<file path="src/common/adcsc_params.svh">
/*
 Offsets, field positions, reset values and cycle counts of the
 converter sequencing control block.
 Assumes inclusion through its bare name; definitions only.
*/
`ifndef ADCSC_PARAMS_SVH
`define ADCSC_PARAMS_SVH

// ----------------------------------------------------------------
// register byte offsets on the bus
// ----------------------------------------------------------------
`define ADCSC_OFF_CTLA     8'h00
`define ADCSC_OFF_CTLB     8'h04
`define ADCSC_OFF_ISEL     8'h08
`define ADCSC_OFF_RESLO    8'h0C
`define ADCSC_OFF_RESHI    8'h10
`define ADCSC_OFF_PDIS     8'h14

// ----------------------------------------------------------------
// field positions
// ----------------------------------------------------------------
`define ADCSC_B_EN         7
`define ADCSC_B_START      6
`define ADCSC_B_ATE        5
`define ADCSC_B_DONE       4
`define ADCSC_B_IE         3
`define ADCSC_B_AUX        6
`define ADCSC_B_LEFT       5

// ----------------------------------------------------------------
// reset values and conversion lengths in converter clocks
// ----------------------------------------------------------------
`define ADCSC_RST_BYTE     8'h00
`define ADCSC_TS_FREE      3'h0
`define ADCSC_CONV_FIRST   5'h19
`define ADCSC_CONV_NORM    5'h0D

`endif

</file>
<file path="src/common/adcsc_pkg.sv">
/*
 Types of the converter sequencing control block.
 Assumes nothing of its surroundings.
*/
package adcsc_pkg;

	// ------------------------------------------------------------
	// types
	// ------------------------------------------------------------
	typedef enum logic [1:0] {
		CV_IDLE = 2'b00,
		CV_WAIT = 2'b01,
		CV_RUN  = 2'b11
	} adcsc_fsm_t;

	typedef struct packed {
		logic        psel;
		logic        penable;
		logic        pwrite;
		logic [7:0]  paddr;
		logic [31:0] pwdata;
	} adcsc_apb_t;

endpackage

</file>
<file path="src/rtl/adcsc_top.sv">
/*
 Sequencing control of a 10-bit successive approximation converter:
 enable, start, auto trigger, prescaler, done flag, interrupt request,
 locking result bytes and digital input disable, behind an APB slave.
 Assumes the analog core takes the active channel and reference, holds
 its result on conv_data_in when a conversion completes, and that all
 inputs are synchronous to sys_clk_in.
*/
// The address map and register access over APB were decided locally.
// What this block does
// RULE_01 - enable powers converter; clearing it turns off and aborts conversion
// RULE_02 - start write begins one conversion; free run starts only the first
// RULE_03 - first conversion after enable takes 25 converter clocks, later 13
// RULE_04 - start reads one while converting, zero after; writing zero ignored
// RULE_05 - auto trigger starts conversion on rising edge of chosen trigger
// RULE_06 - done flag set when conversion finishes and result is updated; here set on every completion, also while a lock keeps the result
// RULE_07 - interrupt requested only with flag, enable and global enable set
// RULE_08 - done flag cleared by interrupt acknowledge or by writing one
// RULE_09 - software avoids read-modify-write on control register A
// RULE_10 - prescaler codes 0..7 divide system clock by 2,2,4,..,128
// RULE_11 - after low byte read, result frozen until high byte read
// RULE_12 - software reads low byte before high byte for full precision
// RULE_13 - right or left alignment places result bits; unused bits zero
// RULE_14 - trigger source ignored unless auto trigger; flag rise triggers
// RULE_15 - switching to a set source makes an edge that starts conversion
// RULE_16 - selecting free running code never creates a trigger event
// RULE_17 - trigger codes select free run, comparator, int0, timers in order
// RULE_18 - software writes zero to reserved bit 7 of control register B
// RULE_19 - pin disable bit turns off input buffer, port bit reads zero
// RULE_20 - software disables digital input on unused analog pins
// RULE_21 - alignment change alters result presentation immediately
// RULE_22 - channel and reference changes wait for conversion completion
// RULE_23 - prescaler runs only when enabled and restarts from zero
// RULE_24 - free running restarts on the converter clock after completion
`timescale 1ns/10ps
`default_nettype none
`include "adcsc_params.svh"

module adcsc_top
	import adcsc_pkg::*;
#(
	parameter int RESULT_W = 10,
	parameter int PIN_N    = 8
) (
	// clock and reset
	input  wire logic                sys_clk_in,
	input  wire logic                rst_in,
	// register bus
	input  wire adcsc_apb_t          apb_in,
	output logic [31:0]              prdata_out,
	output logic                     pready_out,
	output logic                     pslverr_out,
	// processor interrupt side
	input  wire logic                global_irq_enable_in,
	input  wire logic                irq_ack_in,
	output logic                     irq_out,
	// trigger flags, index = trigger code, bit 0 unused
	input  wire logic [7:0]          trig_flags_in,
	// analog core
	input  wire logic [RESULT_W-1:0] conv_data_in,
	output logic                     adc_power_out,
	output logic                     conv_active_out,
	output logic [4:0]               channel_select_out,
	output logic [1:0]               reference_select_out,
	// analog pins as digital inputs
	input  wire logic [PIN_N-1:0]    pin_raw_in,
	output logic [PIN_N-1:0]         port_pin_out,
	output logic [PIN_N-1:0]         pin_input_disable_out
);

	// ------------------------------------------------------------
	// elaboration checks
	// ------------------------------------------------------------
	if (RESULT_W != 10) begin : g_bad_res
		$error("result width must be 10");
	end
	if (PIN_N != 8) begin : g_bad_pin
		$error("pin count must be 8");
	end

	// ------------------------------------------------------------
	// state
	// ------------------------------------------------------------
	typedef struct packed {
		logic                en;
		logic                ate;
		logic                done;
		logic                ie;
		logic [2:0]          ps;
		logic                aux;
		logic [2:0]          ts;
		logic [7:0]          isel;
		logic [PIN_N-1:0]    pdis;
		logic [RESULT_W-1:0] res;
		logic                lock;
		logic                first;
		adcsc_fsm_t          fsm;
		logic [4:0]          cyc;
		logic [6:0]          pre;
		logic                trig_prev;
		logic [4:0]          act_chan;
		logic [1:0]          act_ref;
		logic                pready;
		logic                pslverr;
		logic [7:0]          prdata;
		logic                irq;
		logic [PIN_N-1:0]    pins;
	} adcsc_state_t;

	adcsc_state_t s_r;
	adcsc_state_t s_nxt;

	// ------------------------------------------------------------
	// functions
	// ------------------------------------------------------------
	function automatic logic [6:0] div_m1(input logic [2:0] code);
		case (code)
			3'h0, 3'h1: div_m1 = 7'h01;
			3'h2:       div_m1 = 7'h03;
			3'h3:       div_m1 = 7'h07;
			3'h4:       div_m1 = 7'h0F;
			3'h5:       div_m1 = 7'h1F;
			3'h6:       div_m1 = 7'h3F;
			default:    div_m1 = 7'h7F;
		endcase
	endfunction

	function automatic logic [4:0] conv_last(input logic first);
		conv_last = first ? (`ADCSC_CONV_FIRST - 5'd1)
		                  : (`ADCSC_CONV_NORM - 5'd1);
	endfunction

	function automatic logic reg_hit(input logic [7:0] a);
		reg_hit = (a == `ADCSC_OFF_CTLA) || (a == `ADCSC_OFF_CTLB) ||
		          (a == `ADCSC_OFF_ISEL) || (a == `ADCSC_OFF_RESLO) ||
		          (a == `ADCSC_OFF_RESHI) || (a == `ADCSC_OFF_PDIS);
	endfunction

	// alignment is applied at read time so a change shows at once
	function automatic logic [7:0] res_lo(input logic [9:0] r,
	                                      input logic left);
		res_lo = left ? {r[1:0], 6'h00} : r[7:0];
	endfunction

	function automatic logic [7:0] res_hi(input logic [9:0] r,
	                                      input logic left);
		res_hi = left ? r[9:2] : {6'h00, r[9:8]};
	endfunction

	// ------------------------------------------------------------
	// bus decode and events
	// ------------------------------------------------------------
	logic       acc;
	logic       wr;
	logic       rd;
	logic [7:0] wd;
	logic [7:0] addr;
	logic       tick;
	logic       complete;
	logic       trig_sel;
	logic       trig_go;
	logic       wr_ctla;
	logic [7:0] rd_val;

	assign addr = apb_in.paddr;
	assign wd   = apb_in.pwdata[7:0];
	assign acc  = apb_in.psel & apb_in.penable & s_r.pready;
	assign wr   = acc & apb_in.pwrite & reg_hit(addr);
	assign rd   = acc & ~apb_in.pwrite & reg_hit(addr);
	assign wr_ctla = wr && (addr == `ADCSC_OFF_CTLA);

	assign tick = s_r.en && (s_r.pre == div_m1(s_r.ps));  // [RULE_10]
	assign complete = tick && (s_r.fsm == CV_RUN) &&
	                  (s_r.cyc == conv_last(s_r.first));  // [RULE_03]

	// free running code selects a constant low level, so no edge [RULE_16]
	assign trig_sel = (s_r.ts == `ADCSC_TS_FREE) ? 1'b0
	                : trig_flags_in[s_r.ts];              // [RULE_17]
	assign trig_go = s_r.ate & trig_sel & ~s_r.trig_prev &
	                 s_r.en & (s_r.fsm == CV_IDLE);       // [RULE_05] [RULE_14] [RULE_15]

	always_comb begin
		case (addr)
			`ADCSC_OFF_CTLA:  rd_val = {s_r.en, s_r.fsm != CV_IDLE,
			                            s_r.ate, s_r.done, s_r.ie,
			                            s_r.ps};          // [RULE_04]
			`ADCSC_OFF_CTLB:  rd_val = {1'b0, s_r.aux, 3'h0, s_r.ts};
			`ADCSC_OFF_ISEL:  rd_val = s_r.isel;
			`ADCSC_OFF_RESLO: rd_val = res_lo(s_r.res,
			                                  s_r.isel[`ADCSC_B_LEFT]); // [RULE_13] [RULE_21]
			`ADCSC_OFF_RESHI: rd_val = res_hi(s_r.res,
			                                  s_r.isel[`ADCSC_B_LEFT]); // [RULE_13]
			`ADCSC_OFF_PDIS:  rd_val = s_r.pdis;
			default:          rd_val = `ADCSC_RST_BYTE;
		endcase
	end

	// ------------------------------------------------------------
	// next state
	// ------------------------------------------------------------
	always_comb begin
		s_nxt = s_r;
		// one wait state, then answer
		s_nxt.pready  = apb_in.psel & apb_in.penable & ~s_r.pready;
		s_nxt.pslverr = s_nxt.pready & ~reg_hit(addr);
		s_nxt.prdata  = (s_nxt.pready && !apb_in.pwrite) ? rd_val
		                                                 : `ADCSC_RST_BYTE;
		s_nxt.trig_prev = trig_sel;
		s_nxt.pins = pin_raw_in & ~s_r.pdis;                 // [RULE_19]
		s_nxt.irq  = s_r.done & s_r.ie & global_irq_enable_in; // [RULE_07]

		if (!s_r.en || tick) begin
			s_nxt.pre = 7'h00;                           // [RULE_23]
		end else begin
			s_nxt.pre = s_r.pre + 7'h01;
		end

		case (s_r.fsm)
			CV_IDLE: begin
				if (trig_go) begin
					s_nxt.fsm = CV_WAIT;
				end
			end
			CV_WAIT: begin
				if (tick) begin
					s_nxt.fsm = CV_RUN;
					s_nxt.cyc = 5'h00;
				end
			end
			CV_RUN: begin
				if (complete) begin
					s_nxt.cyc   = 5'h00;
					s_nxt.first = 1'b0;
					if (!s_r.lock) begin
						s_nxt.res = conv_data_in;    // [RULE_11]
					end
					// back-to-back restart in free running [RULE_24]
					if (s_r.ate && s_r.ts == `ADCSC_TS_FREE) begin
						s_nxt.fsm = CV_RUN;
					end else begin
						s_nxt.fsm = CV_IDLE;
					end
				end else if (tick) begin
					s_nxt.cyc = s_r.cyc + 5'h01;
				end
			end
			default: begin
				s_nxt.fsm = CV_IDLE;
			end
		endcase

		// selection only follows the register between conversions
		if (s_r.fsm != CV_RUN || complete) begin
			s_nxt.act_chan = s_r.isel[4:0];              // [RULE_22]
			s_nxt.act_ref  = s_r.isel[7:6];
		end

		// a completion in the same cycle as a clear keeps the flag
		if (complete) begin
			s_nxt.done = 1'b1;                           // [RULE_06]
		end else if (irq_ack_in || (wr_ctla && wd[`ADCSC_B_DONE])) begin
			s_nxt.done = 1'b0;                           // [RULE_08]
		end

		if (rd && addr == `ADCSC_OFF_RESLO) begin
			s_nxt.lock = 1'b1;                           // [RULE_11]
		end else if (rd && addr == `ADCSC_OFF_RESHI) begin
			s_nxt.lock = 1'b0;
		end

		if (wr) begin
			case (addr)
				`ADCSC_OFF_CTLA: begin
					s_nxt.en  = wd[`ADCSC_B_EN];         // [RULE_01]
					s_nxt.ate = wd[`ADCSC_B_ATE];
					s_nxt.ie  = wd[`ADCSC_B_IE];
					s_nxt.ps  = wd[2:0];
					if (wd[`ADCSC_B_EN] && !s_r.en) begin
						s_nxt.first = 1'b1;          // [RULE_03]
						s_nxt.pre   = 7'h00;         // [RULE_23]
					end
					if (!wd[`ADCSC_B_EN]) begin
						s_nxt.fsm = CV_IDLE;         // [RULE_01]
						s_nxt.cyc = 5'h00;
					end else if (wd[`ADCSC_B_START] &&
					             s_r.fsm == CV_IDLE) begin
						s_nxt.fsm = CV_WAIT;         // [RULE_02] [RULE_04]
					end
				end
				`ADCSC_OFF_CTLB: begin
					s_nxt.aux = wd[`ADCSC_B_AUX];
					s_nxt.ts  = wd[2:0];
				end
				`ADCSC_OFF_ISEL: begin
					s_nxt.isel = wd;
				end
				`ADCSC_OFF_PDIS: begin
					s_nxt.pdis = wd;
				end
				default: begin
					s_nxt.isel = s_r.isel;
				end
			endcase
		end
	end

	// ------------------------------------------------------------
	// registers
	// ------------------------------------------------------------
	always_ff @(posedge sys_clk_in or posedge rst_in) begin
		if (rst_in) begin
			s_r <= '0;
		end else begin
			s_r <= s_nxt;
		end
	end

	// ------------------------------------------------------------
	// outputs
	// ------------------------------------------------------------
	assign prdata_out            = {24'h000000, s_r.prdata};
	assign pready_out            = s_r.pready;
	assign pslverr_out           = s_r.pslverr;
	assign irq_out               = s_r.irq;
	assign adc_power_out         = s_r.en;
	assign conv_active_out       = s_r.fsm[1];
	assign channel_select_out    = s_r.act_chan;
	assign reference_select_out  = s_r.act_ref;
	assign port_pin_out          = s_r.pins;
	assign pin_input_disable_out = s_r.pdis;
endmodule
`default_nettype wire

</file>
<file path="config.mk">
export PLATFORM = sky130hd
export DESIGN_NAME = adcsc_top
export DESIGN_NICKNAME = d
export VERILOG_FILES = /design/src/common/adcsc_pkg.sv /design/src/rtl/adcsc_top.sv
export VERILOG_INCLUDE_DIRS = /design/src /design/src/common
export SDC_FILE = /design/constraint.sdc
export NUM_CORES = 1
export LEC_CHECK = 0
export ABC_AREA = 1
export BUFFER_PORTS_ARGS = -buffer_cell sky130_fd_sc_hd__buf_2
export CAP_MARGIN = 5
export CORE_MARGIN = 2
export CORE_UTILIZATION = 52
export DETAILED_ROUTE_END_ITERATION = 6
export PLACE_DENSITY = 0.8
export SLEW_MARGIN = 20
export SYNTH_ARGS = -nofsm -noshare
export SYNTH_HDL_FRONTEND = slang
export SYNTH_SLANG_ARGS = --single-unit
</file>
<file path="constraint.sdc">
create_clock -name sys_clk_in -period 2.6 [get_ports sys_clk_in]
set_input_delay 0.26 -clock sys_clk_in [delete_from_list [all_inputs] [get_ports sys_clk_in]]
set_output_delay 0.26 -clock sys_clk_in [all_outputs]
set_load 0.02 [all_outputs]
</file>
==> metrics.md <==
| Metric | Value |
|---|---|
| Clock Sink Count | `80` |
| Final hold vios | `0` |
| CTS HTree Levels | `3` |
| Distinct cell type count after synthesis | `37` |
| TritonCTS clock tree | `yes` |
| Number of top-level pins | `133` |
| Worst reg2reg setup slack | `660 ps` |
| Sum of negative setup slack | `0 ps` |
| Number of max-cap violations | `0` |
| Crit Path Class | `flip-flop to flip-flop` |
| Critical path arrival | `2180 ps` |
| Post-Synthesis Cells | `563` |
| Core footprint | `8300 sq um` |
| TritonCTS buffer count | `9` |
| Longest individual stage delay on the worst path | `480 ps` |
| Final Critical Period | `1940 ps` |
| Via total after detailed routing | `3658` |
| Post-route fraction of the period consumed by the critical path | `74.7%` |
| Power per cell area | `494 nW/um^2` |
| Setup-violating endpoint count in the final report | `0` |
| First-pass detailed-route iteration total | `4` |
| Vias in the first global route | `3601` |
| Hold Path Stages | `3` |
| Die width | `97.1 um` |
| Most common cell after layout, fill and taps aside | `nand2_1` |
| Maximum buffer depth of the clock tree | `2` |
| Drc violations | `0` |
| Placed wire-length estimate after detailed placement | `7500 um` |
| Clock-pin slew reported for the worst setup and hold paths after clock tree synthesis | `90 ps` |
| Initial antenna violation count | `0` |
| Nets | `696` |
| Layout fillers | `748` |
| Headroom to the max-slew limit | `56.6%` |
| Proportion of netlist area held by the largest area contributor | `44.4%` |
| Critical register-to-register path startpoint | `s_r[75]` |
| Total area of multi-input combinational cells | `1760 sq um` |
| Cell accounting for the most synthesized area | `dfrtp_1` |
| Wire length of the first global-routing pass | `16400 um` |
| DP Area | `4680 sq um` |
| Sequential Area | `2000 sq um` |
| FF+latch count, synth | `80` |
| Warnings from Yosys | `0` |
| Placer congestion estimate | `0.868` |
| Share of final-layout standard cells stronger than drive strength 1 | `23.6%` |
| Required time at the endpoint of the critical path | `2840 ps` |
| Final Max Tran Viols | `0` |
| Cells traversed along the worst timing path | `inv_2, nand2_1, nand2_1, nand2_1, nand2_1, nor2_4, nand4_2, or2_4, nand2_2, o21ai_2` |
| Core Rows | `33` |
| Fin cells | `729` |
| Pin slew with the least headroom to its limit | `649 ps` |
| WL per Instance | `13.5 um` |
| Vias per Instance | `5.02` |
| Final setup skew | `9.81 ps` |
| Capturing point of the worst reg2reg path | `s_r[50]` |
| Most used cell, CP | `nand2_1` |
| Post-route cell area | `4910 sq um` |
| Async set-reset flop share out of synthesis | `100%` |
| Startpoint of the lowest-slack hold path | `pin_raw_in[7]` |
| Run status | `finished, final reports clean` |
| Final setup slack of the worst path | `659 ps` |
| LEAKAGE | `2.64 nW` |
| Synth-to-Final Area Change | `8.88%` |
| Worst setup path startpoint | `s_r[75]` |
| Hold slack final | `91.4 ps` |
| Number of antenna repair diodes | `0` |
| Critical Path Fanout Max | `20` |
| Commonest non-fill, non-tap cells in the layout | `114 x nand2_1, 84 x buf_2, 83 x inv_1` |
| Gr usage total | `21.3%` |
| Wire length after detailed routing | `9810 um` |
| Maximum number of pins on one net before global-route repair | `51` |
| Die outline area | `9430 sq um` |
| IR Drop Worst-Case VDD | `0.215 mV` |
| Highest achievable clock rate | `515 MHz` |
| Main synth FF type | `dfrtp_1` |
| Unrepaired setup endpoints after global routing | `no` |
| Clock Latency Late Sink | `360 ps` |
| Top cells by area, synth | `dfrtp_1 44%, nand2_1 9.5%, buf_4 9.2%` |
| Startpoint kind of the worst setup timing path | `flip-flop` |
| Drt first-iter violations | `232` |
| Type of destination of the critical path | `flip-flop` |
| Placement-stage worst setup slack | `535 ps` |
| Count of antenna-violating nets left after detailed routing | `0` |
| Overall die height | `97.1 um` |
| Initial Utilization | `54.3%` |
| Slowest stage cell on the critical path | `dfrtp_1` |
| Hold-critical path endpoint | `port_pin_out[7]` |
| Total congestion overflow after global routing | `0` |
| Class of the most critical hold timing path | `input port to flip-flop` |
| Path depth of the worst reg2reg path | `10` |
| Cell chosen for the clock root | `clkbuf_8` |
| Sequential element share of the synthesized area | `44.4%` |
| Port Buf Inserts | `84` |
| EDFF count, synth | `0` |
| Avg Synthesized Cell Area | `8.01 sq um` |
| Dpl cells | `712` |
| Synthesized area | `4510 sq um` |
-- worst max path at each step --
stage               cells after the start       endpoint  slack, ps
floorplan                               1  adc_power_out        290
CTS                                    10        s_r[50]        680
global route                           10        s_r[50]        500
global placement                        8        s_r[63]        610
finish                                 10        s_r[50]        660
detailed placement                      8        s_r[62]        540
-- report_power, final --
part	total [W]	internal (W)	switching, W
Combinational	0.000158	0.0000455	0.000112
Clock	0.00101	0.000546	0.000468
Sequential	0.00125	0.00125	0.00000270
Total	0.00243	0.00184	0.000583
-- routing by layer --
metal  track usage [%]  vias to the layer above  routed length (um)
li1                  -                     1806                   -
met1              25.9                     1740                4210
met2              37.9                       96                4940
met3              3.88                       16                 475
met4              7.37                        0                 179
met5                 0                        -                   0
-- cell usage after synthesis, types with 2 or more instances --
master    count
o21ai_0      38
nand3_2       3
o21ai_1       4
buf_4        55
dfrtp_1      80
inv_1        84
a21oi_1      16
nor3_1       10
ha_1          4
nor2_1       53
nand2_2      11
nand3_1      20
nand2_1     114
nor2_4        3
nand4_1       9
a211oi_1      2
clkbuf_1      3
buf_6         6
xor2_1        5
inv_2         4
o21ai_2      21
o22ai_1       3
-- layout make-up --
cell class | count | area share [%]
Sequential cell | 80 | 40.8
Multi-Input combinational cell | 353 | 36.0
Timing Repair Buffer | 87 | 9.33
Inverter | 88 | 6.73
Tap cell | 105 | 2.68
Clock buffer | 10 | 2.60
Clock inverter | 6 | 1.91
-- critical path, delay by kind of cell (launching register included) --
family / cells / cell delay, ps
AND/OR/NAND/NOR: 8 / 1190
AO/OA/AOI/OAI: 1 / 50
flip-flops: 1 / 480
buffers and inverters: 1 / 90
-- flip-flops by register name, indices dropped and copies added, names as in the netlist --
name and count:
reference_select_out 2, pready_out 1, s_r 44, adc_power_out 1, port_pin_out 8, pin_input_disable_out 8
prdata_out 8, irq_out 1, pslverr_out 1, conv_active_out 1, channel_select_out 5
-- metrics by stage --
stage,util (%),power (W)
2_1_floorplan,-,0.00141
3_3_place_gp,56.3,0.00143
3_5_place_dp,56.3,0.00144
4_1_cts,59.1,0.00244
5_1_grt,59.1,0.00252
6_report,59.1,0.00243
-- repair_timing --
item / in CTS / in global routing
endpoints found under the hold margin: 4 / 0
gates resized for setup: 0 / 0
buffers inserted: 0 / 0
hold buffers: 1 / 0
-- kinds of logic after synthesis --
kind of cell	count (synthesis)	share of synthesized area (%)
flip-flops	80	44.4
AO/OA/AOI/OAI	90	12.3
AND/OR/NAND/NOR	229	22.6
adder cells (fa/ha/maj)	4	1.11
buffers and inverters	153	18.4
XOR/XNOR	6	1.17
other	1	0.0832
Note: power is estimated with default switching activity, not from simulation.
